<file path="src/logic/legality_pkg.sv">
// legality lookup constants: table window, command fields, counts
// assumes a 16-bit command word with address, t/r, subaddress and count
package legality_pkg;

   // ==========================================================
   // table window in shared ram
   localparam logic [15:0] TABLE_BASE      = 16'h0200;
   localparam logic [15:0] TABLE_LAST      = 16'h02ff;
   localparam int          TABLE_WORDS     = 256;
   localparam int          TABLE_AW        = 8;
   localparam logic [15:0] TX_SA1_LEGAL_LOW_COUNTS  = 16'h02c2;
   localparam logic [15:0] TX_SA1_LEGAL_HIGH_COUNTS = 16'h02c3;
   localparam logic [15:0] TABLE_RESET     = 16'h0000;

   // ==========================================================
   // address weights inside the window
   localparam logic [7:0]  NONBCAST_WEIGHT = 8'h80;
   localparam logic [7:0]  TR_WEIGHT       = 8'h40;

   // ==========================================================
   // command word fields
   localparam int          TR_BIT          = 10;
   localparam int          SA_MSB          = 9;
   localparam int          SA_LSB          = 5;
   localparam int          WC_MSB          = 4;
   localparam logic [4:0]  SA_MODE_ZERO    = 5'h00;
   localparam logic [4:0]  SA_MODE_ONES    = 5'h1f;
   localparam logic [5:0]  WORDS_FOR_ZERO  = 6'h20;
   localparam logic [4:0]  MC_RX_UNDEF_A   = 5'h10;
   localparam logic [4:0]  MC_RX_UNDEF_B   = 5'h12;
   localparam logic [4:0]  MC_RX_UNDEF_C   = 5'h13;
   localparam logic [4:0]  MC_TX_UNDEF_A   = 5'h11;
   localparam logic [4:0]  MC_TX_UNDEF_B   = 5'h14;
   localparam logic [4:0]  MC_TX_UNDEF_C   = 5'h15;

endpackage

</file>
<file path="src/logic/legality_ram_if.sv">
// port bundle between the lookup logic and its table memory
// assumes one port, read data registered one cycle after request
`timescale 1ns/1ns
interface legality_ram_if;
   logic [7:0]  addr;
   logic        we;
   logic [15:0] wdata;
   logic [15:0] rdata;

   modport ctrl (output addr, output we, output wdata, input rdata);
   modport mem  (input addr, input we, input wdata, output rdata);
endinterface

</file>
<file path="src/logic/legality_table_ram.sv">
// 256 x 16 table memory, registered read data
// assumes single clock; contents are cleared by the controller
`timescale 1ns/1ns
module legality_table_ram (
   input  wire logic     clk_i,
   legality_ram_if.mem   port
);
   logic [15:0] mem [legality_pkg::TABLE_WORDS];
   logic [15:0] rd;

   // ==========================================================
   // write and registered read
   always_ff @(posedge clk_i) begin
      if (port.we) begin
         mem[port.addr] <= port.wdata;
      end
      rd <= mem[port.addr];
   end

   assign port.rdata = rd;
endmodule

</file>
<file path="src/logic/rt_command_legality_check.sv">
// legality lookup for a remote terminal: table, clear, command judging
// assumes host and command inputs come from logic on CLK_I
//
// Functional notes
// [RULE1] with an all-zero table every valid command gets clear status, full data
// [RULE2] illegal command: status only, message error set, no data, status updated
// [RULE3] table is 256 words of shared ram at 0x0200 to 0x02ff
// [RULE4] after reset all table words are cleared, then ready rises
// [RULE5] once execution starts each valid command fetches one table bit; here a command arriving in ST_LOOKUP or ST_HOST_RD is dropped
// [RULE6] bit zero means legal: clear status, defined data words, status updated
// [RULE7] index covers t/r, broadcast, subaddress and count or mode code
// [RULE8] broadcast and non-broadcast, transmit and receive use separate entries
// [RULE9] even word: bit zero is 32 words, bit n is n words
// [RULE10] odd word: bit zero is 16 words, bit fifteen is 31 words
// [RULE11] subaddress 0 or 31 index mode codes, even 0-15, odd 16-31
// [RULE12] both mode subaddresses act alike; host programs matching words
// [RULE13] broadcast transmit subaddress commands are invalid, no response
// [RULE14] word address from t/r, subaddress, count msb and broadcast
// [RULE15] transmit subaddress one uses words 0x02c2 and 0x02c3
// [RULE16] host writes ones for every illegal combination to enable checking
// [RULE17] host applies checking to all illegal commands or clears the table
// [RULE18] undefined mode codes are invalid only when the config bit is set
// [RULE19] address = base + ~bcast*128 + tr*64 + sa*2 + count msb
`timescale 1ns/1ns
module rt_command_legality_check (
   input  wire logic        CLK_I,
   input  wire logic        RSTN_I,
   input  wire logic        TERMINAL_EXEC_START_I,
   input  wire logic        UNDEFINED_MODECODE_INVALID_I,
   input  wire logic        CMD_VALID_I,
   input  wire logic [15:0] CMD_WORD_I,
   input  wire logic        CMD_BCAST_I,
   input  wire logic        HOST_REQ_I,
   input  wire logic        HOST_WE_I,
   input  wire logic [15:0] HOST_ADDR_I,
   input  wire logic [15:0] HOST_WDATA_I,
   output logic             READY_O,
   output logic             HOST_ACK_O,
   output logic [15:0]      HOST_RDATA_O,
   output logic             RESP_VALID_O,
   output logic             RESP_NONE_O,
   output logic             RESP_MSG_ERR_O,
   output logic [5:0]       RESP_DATA_WORDS_O,
   output logic             STATUS_UPDATE_O
);

   typedef enum logic [2:0] {
      ST_CLEAR,
      ST_IDLE,
      ST_LOOKUP,
      ST_HOST_RD
   } state_t;

   legality_ram_if ram ();

   legality_table_ram u_ram (
      .clk_i (CLK_I),
      .port  (ram.mem)
   );

   // ==========================================================
   // decode helpers
   function automatic logic is_mode(input logic [4:0] sa);
      is_mode = (sa == legality_pkg::SA_MODE_ZERO) ||
                (sa == legality_pkg::SA_MODE_ONES);
   endfunction

   function automatic logic is_undef_mode(input logic       tr,
                                          input logic [4:0] mc);
      if (!tr) begin
         is_undef_mode = !mc[4] || (mc == legality_pkg::MC_RX_UNDEF_A) ||
                         (mc == legality_pkg::MC_RX_UNDEF_B) ||
                         (mc == legality_pkg::MC_RX_UNDEF_C);
      end else begin
         is_undef_mode = (mc == legality_pkg::MC_TX_UNDEF_A) ||
                         (mc == legality_pkg::MC_TX_UNDEF_B) ||
                         (mc == legality_pkg::MC_TX_UNDEF_C);
      end
   endfunction

   function automatic logic [7:0] table_index(input logic [15:0] cw,
                                              input logic        bc);
      logic [7:0] idx;
      idx = {2'b00, cw[legality_pkg::SA_MSB:legality_pkg::SA_LSB], 1'b0}; // [RULE19]
      idx[0] = cw[legality_pkg::WC_MSB];                                // [RULE14]
      if (!bc) begin
         idx = idx + legality_pkg::NONBCAST_WEIGHT;                       // [RULE8]
      end
      if (cw[legality_pkg::TR_BIT]) begin
         idx = idx + legality_pkg::TR_WEIGHT;                             // [RULE8]
      end
      table_index = idx;                                                  // [RULE7]
   endfunction

   // ==========================================================
   // state and registered outputs
   state_t      state;
   state_t      next_state;
   logic [7:0]  clr_cnt;
   logic [7:0]  next_clr_cnt;
   logic [15:0] cmd;
   logic [15:0] next_cmd;
   logic        bcast;
   logic        next_bcast;
   logic        ready;
   logic        next_ready;
   logic        ack;
   logic        next_ack;
   logic [15:0] hrdata;
   logic [15:0] next_hrdata;
   logic        rvalid;
   logic        next_rvalid;
   logic        rnone;
   logic        next_rnone;
   logic        rerr;
   logic        next_rerr;
   logic [5:0]  rwords;
   logic [5:0]  next_rwords;
   logic        supd;
   logic        next_supd;

   logic        host_in_table;
   logic [4:0]  sa;
   logic [4:0]  wc;
   logic        illegal;
   logic        invalid;
   logic [5:0]  words;

   // ==========================================================
   // next values
   always_comb begin
      next_state  = state;
      next_clr_cnt = clr_cnt;
      next_cmd    = cmd;
      next_bcast  = bcast;
      next_ready  = ready;
      next_ack    = 1'b0;
      next_hrdata = hrdata;
      next_rvalid = 1'b0;
      next_rnone  = rnone;
      next_rerr   = rerr;
      next_rwords = rwords;
      next_supd   = 1'b0;
      ram.addr    = 8'h00;
      ram.we      = 1'b0;
      ram.wdata   = legality_pkg::TABLE_RESET;
      host_in_table = (HOST_ADDR_I >= legality_pkg::TABLE_BASE) &&
                      (HOST_ADDR_I <= legality_pkg::TABLE_LAST);     // [RULE3]
      sa      = cmd[legality_pkg::SA_MSB:legality_pkg::SA_LSB];
      wc      = cmd[legality_pkg::WC_MSB:0];
      illegal = ram.rdata[wc[3:0]];                      // [RULE9] [RULE10] [RULE11]
      invalid = (bcast && cmd[legality_pkg::TR_BIT] && !is_mode(sa)) || // [RULE13]
                (is_mode(sa) && UNDEFINED_MODECODE_INVALID_I &&
                 is_undef_mode(cmd[legality_pkg::TR_BIT], wc));     // [RULE18]
      if (is_mode(sa)) begin
         words = {5'b00000, wc[4]};                                 // [RULE12]
      end else if (wc == 5'h00) begin
         words = legality_pkg::WORDS_FOR_ZERO;
      end else begin
         words = {1'b0, wc};
      end
      unique case (state)
         ST_CLEAR: begin
            ram.addr     = clr_cnt;
            ram.we       = 1'b1;                                    // [RULE4]
            next_clr_cnt = clr_cnt + 8'h01;
            if (clr_cnt == 8'hff) begin
               next_state = ST_IDLE;
               next_ready = 1'b1;                                   // [RULE4]
            end
         end
         ST_IDLE: begin
            if (CMD_VALID_I && TERMINAL_EXEC_START_I) begin          // [RULE5]
               next_cmd   = CMD_WORD_I;
               next_bcast = CMD_BCAST_I;
               ram.addr   = table_index(CMD_WORD_I, CMD_BCAST_I);
               next_state = ST_LOOKUP;
            end else if (HOST_REQ_I) begin
               ram.addr  = HOST_ADDR_I[7:0];
               ram.we    = HOST_WE_I && host_in_table;
               ram.wdata = HOST_WDATA_I;
               if (HOST_WE_I) begin
                  next_ack = 1'b1;
               end else begin
                  next_state = ST_HOST_RD;
               end
            end
         end
         ST_LOOKUP: begin
            next_rvalid = 1'b1;
            next_state  = ST_IDLE;
            if (invalid) begin
               next_rnone  = 1'b1;
               next_rerr   = 1'b0;
               next_rwords = 6'h00;
            end else if (illegal) begin
               next_rnone  = 1'b0;
               next_rerr   = 1'b1;                                  // [RULE2]
               next_rwords = 6'h00;                                 // [RULE2]
               next_supd   = 1'b1;                                  // [RULE2]
            end else begin
               next_rnone  = 1'b0;
               next_rerr   = 1'b0;                                  // [RULE6] [RULE1]
               next_rwords = words;                                 // [RULE6] [RULE1]
               next_supd   = 1'b1;                                  // [RULE6]
            end
         end
         ST_HOST_RD: begin
            next_ack    = 1'b1;
            next_hrdata = host_in_table ? ram.rdata : 16'h0000;
            next_state  = ST_IDLE;
         end
      endcase
   end

   // ==========================================================
   // registers
   always_ff @(posedge CLK_I or negedge RSTN_I) begin
      if (!RSTN_I) begin
         state   <= ST_CLEAR;
         clr_cnt <= 8'h00;
         cmd     <= 16'h0000;
         bcast   <= 1'b0;
         ready   <= 1'b0;
         ack     <= 1'b0;
         hrdata  <= 16'h0000;
         rvalid  <= 1'b0;
         rnone   <= 1'b0;
         rerr    <= 1'b0;
         rwords  <= 6'h00;
         supd    <= 1'b0;
      end else begin
         state   <= next_state;
         clr_cnt <= next_clr_cnt;
         cmd     <= next_cmd;
         bcast   <= next_bcast;
         ready   <= next_ready;
         ack     <= next_ack;
         hrdata  <= next_hrdata;
         rvalid  <= next_rvalid;
         rnone   <= next_rnone;
         rerr    <= next_rerr;
         rwords  <= next_rwords;
         supd    <= next_supd;
      end
   end

   assign READY_O           = ready;
   assign HOST_ACK_O        = ack;
   assign HOST_RDATA_O      = hrdata;
   assign RESP_VALID_O      = rvalid;
   assign RESP_NONE_O       = rnone;
   assign RESP_MSG_ERR_O    = rerr;
   assign RESP_DATA_WORDS_O = rwords;
   assign STATUS_UPDATE_O   = supd;
endmodule

</file>
<file path="config.mk">
export PLATFORM = sky130hd
export DESIGN_NAME = rt_command_legality_check
export DESIGN_NICKNAME = d
export VERILOG_FILES = /design/src/logic/legality_pkg.sv /design/src/logic/legality_ram_if.sv /design/src/logic/legality_table_ram.sv /design/src/logic/rt_command_legality_check.sv
export SDC_FILE = /design/constraint.sdc
export NUM_CORES = 2
export LEC_CHECK = 0
export ABC_AREA = 0
export BUFFER_PORTS_ARGS = -buffer_cell sky130_fd_sc_hd__clkbuf_2
export CORE_MARGIN = 1.5
export CORE_UTILIZATION = 25
export CTS_CLUSTER_SIZE = 28
export DETAILED_ROUTE_END_ITERATION = 10
export PLACE_DENSITY = 0.47
export SETUP_SLACK_MARGIN = 0.3
export SLEW_MARGIN = 20
export SYNTH_ARGS = -nofsm -noshare
export SYNTH_HDL_FRONTEND = slang
export SYNTH_HIERARCHICAL = 1
export SYNTH_SLANG_ARGS = --single-unit
</file>
<file path="constraint.sdc">
create_clock -name CLK_I -period 6.91 [get_ports CLK_I]
set_input_delay 0.691 -clock CLK_I [delete_from_list [all_inputs] [get_ports CLK_I]]
set_output_delay 0.691 -clock CLK_I [all_outputs]
set_load 0.05 [all_outputs]
</file>
==> flow_metrics.env <==
export IMPL_status="completed"
export IMPL_min_path_type="in -> reg"
export IMPL_antenna_found_initial=12
export IMPL_hold_depth=2
export IMPL_ys_ff_latch=4162
export IMPL_htree_levels=5
export IMPL_root_buffer="clkbuf_16"
export IMPL_power_density_nw_per_um2=403
export IMPL_critical_path_top_delay_family="compound AO/OA/AOI/OAI gates"
export IMPL_yosys_area_top_type="edfxtp_1"
export IMPL_cp_slowest_cell="o41ai_2"
export IMPL_power_frac_seq=0.388
export IMPL_yosysMostFrequentCell="edfxtp_1"
export IMPL_startpoint_type="register"
export IMPL_timing_setup_tns_ns=0
export IMPL_crit_path_frequent_cell="buf_12"
export IMPL_drv_slew=0
export IMPL_fin_ws_ns=0.991
export IMPL_wl_per_cell_um=27.2
export IMPL_grt_pass1_vias=78100
export IMPL_synth_top_area_frac=0.779
export IMPL_rows=291
export IMPL_clk_pin_slew_worst_paths_ns=0.07
export IMPL_ff2ff_path_depth=12
export IMPL_synth_area_mux_share=0.148
export IMPL_numCtsBuffers=426
export IMPL_synth_xor_xnor_area_share=0.000388
export IMPL_hp_start="HOST_WDATA_I[10]"
export IMPL_synth_cell_area_um2=158000
export IMPL_start_util=0.251
export IMPL_fin_crit_sh=0.857
export IMPL_syn_avg_cell_area_um2=22.8
export IMPL_drcViolationCount=0
export IMPL_worst_slew_pin_slew_ns=1.40
export IMPL_syn_inst=6930
export IMPL_place_congestion=0.817
export IMPL_synth_compound_area_frac=0.0384
export IMPL_maxCapViolCount=0
export IMPL_grt_overflow_total=0
export IMPL_power_switching_mw=24.4
export IMPL_cts_resized=0
export IMPL_via_per_inst=4.65
export IMPL_synth_area_top_cells="edfxtp_1 78%, mux4_2 15%, a22oi_1 2.4%"
export IMPL_synth_nets=6987
export IMPL_synth_edf_count=4096
export IMPL_r2r_start="state[1]"
export IMPL_dr_pass1_iters=6
export IMPL_hold_violations=0
export IMPL_area_delta_synth_final_pct=18.1
export IMPL_pre_cts_ws_ns=1.06
export IMPL_die_h_um=798
export IMPL_clkPwrFrac=0.301
export IMPL_via_count=75700
export IMPL_drtIter0Drc=8859
export IMPL_io_buffers=78
export IMPL_ant_nets=0
export IMPL_drive_gt1_frac=0.309
export IMPL_crit_arrival_ns=6.72
export IMPL_async_flop_share=0.0120
export IMPL_slew_headroom=0.0573
export IMPL_insertion_delay_ns=1.03
export IMPL_core_area_um2=628000
export IMPL_ys_types=51
export IMPL_p_comb_frac=0.311
export IMPL_totalWireLength_um=443000
export IMPL_hold_end="u_ram/mem[6][10]"
export IMPL_synthAdderAreaFrac=0.0000793
export IMPL_p_total_mw=75.1
export IMPL_power_leakage_nw=57.1
export IMPL_grt_pass1_wl_um=617000
export IMPL_synth_warning_count=6
export IMPL_ioPinCount=84
export IMPL_fmax_ghz=0.169
export IMPL_reg2reg_to="u_ram/port.rdata[15]"
export IMPL_critPathRequiredTime_ns=7.71
export IMPL_synth_flop_cell="edfxtp_1"
export IMPL_switching_share=0.324
export IMPL_nets=7636
export IMPL_crit_chain="nand2b_1 -> nor2_1 -> buf_4 -> a222oi_1 -> inv_8 -> buf_12 -> buf_12 -> mux4_2 -> a22oi_1 -> a21oi_1 -> o41ai_2 -> nand4_1"
export IMPL_clk_path_buf_depth=4
export IMPL_synthSimpleGateAreaFrac=0.0113
export IMPL_cts_tree="built"
export IMPL_critPathMaxFanout=30
export IMPL_track_usage=0.135
export IMPL_ys_seq_area_frac=0.789
export IMPL_dieArea_um2=636000
export IMPL_slowest_delay_ns=1.25
export IMPL_synth_top_family_by_area="multiplexers"
export IMPL_cts_sinks=4162
export IMPL_postCtsHoldBufs=17
export IMPL_netlist_top_cells_count="4096 x edfxtp_1, 1027 x mux4_2, 512 x a22oi_1"
export IMPL_skew_ns=0.0855
export IMPL_internal_power_mw=50.8
export IMPL_post_cts_buffers=0
export IMPL_ir_worst_vdd_mv=0.291
export IMPL_dp_hpwl_um=264000
export IMPL_end_kind="register"
export IMPL_rsz0062_at_grt="false"
export IMPL_setup_viol=0
export IMPL_r2r_slack_ns=0.99
export IMPL_timing_final_crit_period_ns=5.92
export IMPL_grt_max_degree=210
export IMPL_die_x_um=798
export IMPL_crit_buf_inv=4
export IMPL_path_class="reg -> reg"
## registers in the layout, summed over array words and instances, names as in the netlist
register and count:
state 2, HOST_RDATA_O 16, HOST_ACK_O 1, STATUS_UPDATE_O 1
clr_cnt 8, RESP_VALID_O 1, bcast 1, READY_O 1
RESP_MSG_ERR_O 1, RESP_DATA_WORDS_O 6, u_ram/port.rdata 16, cmd 11
RESP_NONE_O 1, u_ram/mem 4096
## power by group through the flow
stage	Sequential (mW)	Combinational, mW	Clock (mW)
floorplan	29.7	14.2	0
global placement	29.6	23.6	0
detailed placement	29.7	23.8	0
CTS	29.1	23.9	23.2
global route	29.2	24.7	24.1
finish	29.1	23.4	22.6
## metal layers
metal,vias to the layer above,global-route usage,wire [um]
met1,41700,0.185,190000
met2,2398,0.221,211000
met4,0,0.0365,12900
met3,537,0.0242,28300
li1,31100,-,-
met5,-,0,0
## cells in the final DEF (no fill, tap or decap), drive strengths merged, types with 22 or more instances in the layout
master  instances
bufinv         35
mux4         1027
nor2          247
a21oi         259
clkinv        200
dfrtp          50
nor3           30
a22o           22
o41ai          64
buf           559
edfxtp       4096
clkbuf        594
a22oi         512
nand2          40
## worst reg2reg max path: stages (launching register included)
cell and delay [ns]:
dfrtp_1 0.69, nand2b_1 0.21, nor2_1 0.13, buf_4 0.23
a222oi_1 0.78, inv_8 0.42, buf_12 0.52, buf_12 0.30
mux4_2 0.46, a22oi_1 0.29, a21oi_1 0.16, o41ai_2 1.26
nand4_1 0.24
## through the flow
stage	util	std cells	hold WS (ns)	cell area, um^2
5_1_grt	0.297	16300	0.0878	186000
4_1_cts	0.296	16300	0.0341	186000
3_5_place_dp	0.274	15500	0.492	172000
3_3_place_gp	0.274	15500	0.488	172000
2_1_floorplan	-	6930	0.395	158000
6_report	0.297	16300	0.127	186000
## how the worst max path moves through the flow
stage | from | depth (start not counted) | slack (ns) | endpoint
global placement | CMD_VALID_I | 12 | 0.99 | u_ram/port.rdata[11]
detailed placement | CMD_VALID_I | 12 | 1.06 | u_ram/port.rdata[11]
floorplan | CMD_VALID_I | 5 | 1.29 | u_ram/mem[0][0]
global route | state[1] | 13 | 0.82 | u_ram/port.rdata[2]
finish | state[1] | 12 | 0.99 | u_ram/port.rdata[15]
CTS | state[1] | 11 | 1.12 | u_ram/port.rdata[11]
## area by class of cell
class	count	area (um^2)
repair buffers	653	5740
diodes	15	37.5
multi-input cells	2327	32000
clock inverters	263	2500
flip-flops and latches	4162	125000
inverters	9	46.3
well taps	8350	10400
clock buffers	517	11200
fillers	60900	442000
## kinds of logic after synthesis
| group | after synthesis |
|---|---|
| AOI/OAI and AO/OA | 876 |
| DFF | 4162 |
| xor gates and xnor gates | 7 |
| buffers and inverters | 441 |
| and+or+nand+nor | 400 |
| muxes | 1043 |
| adders and majority gates | 1 |
(Power assumes the default switching activity.)
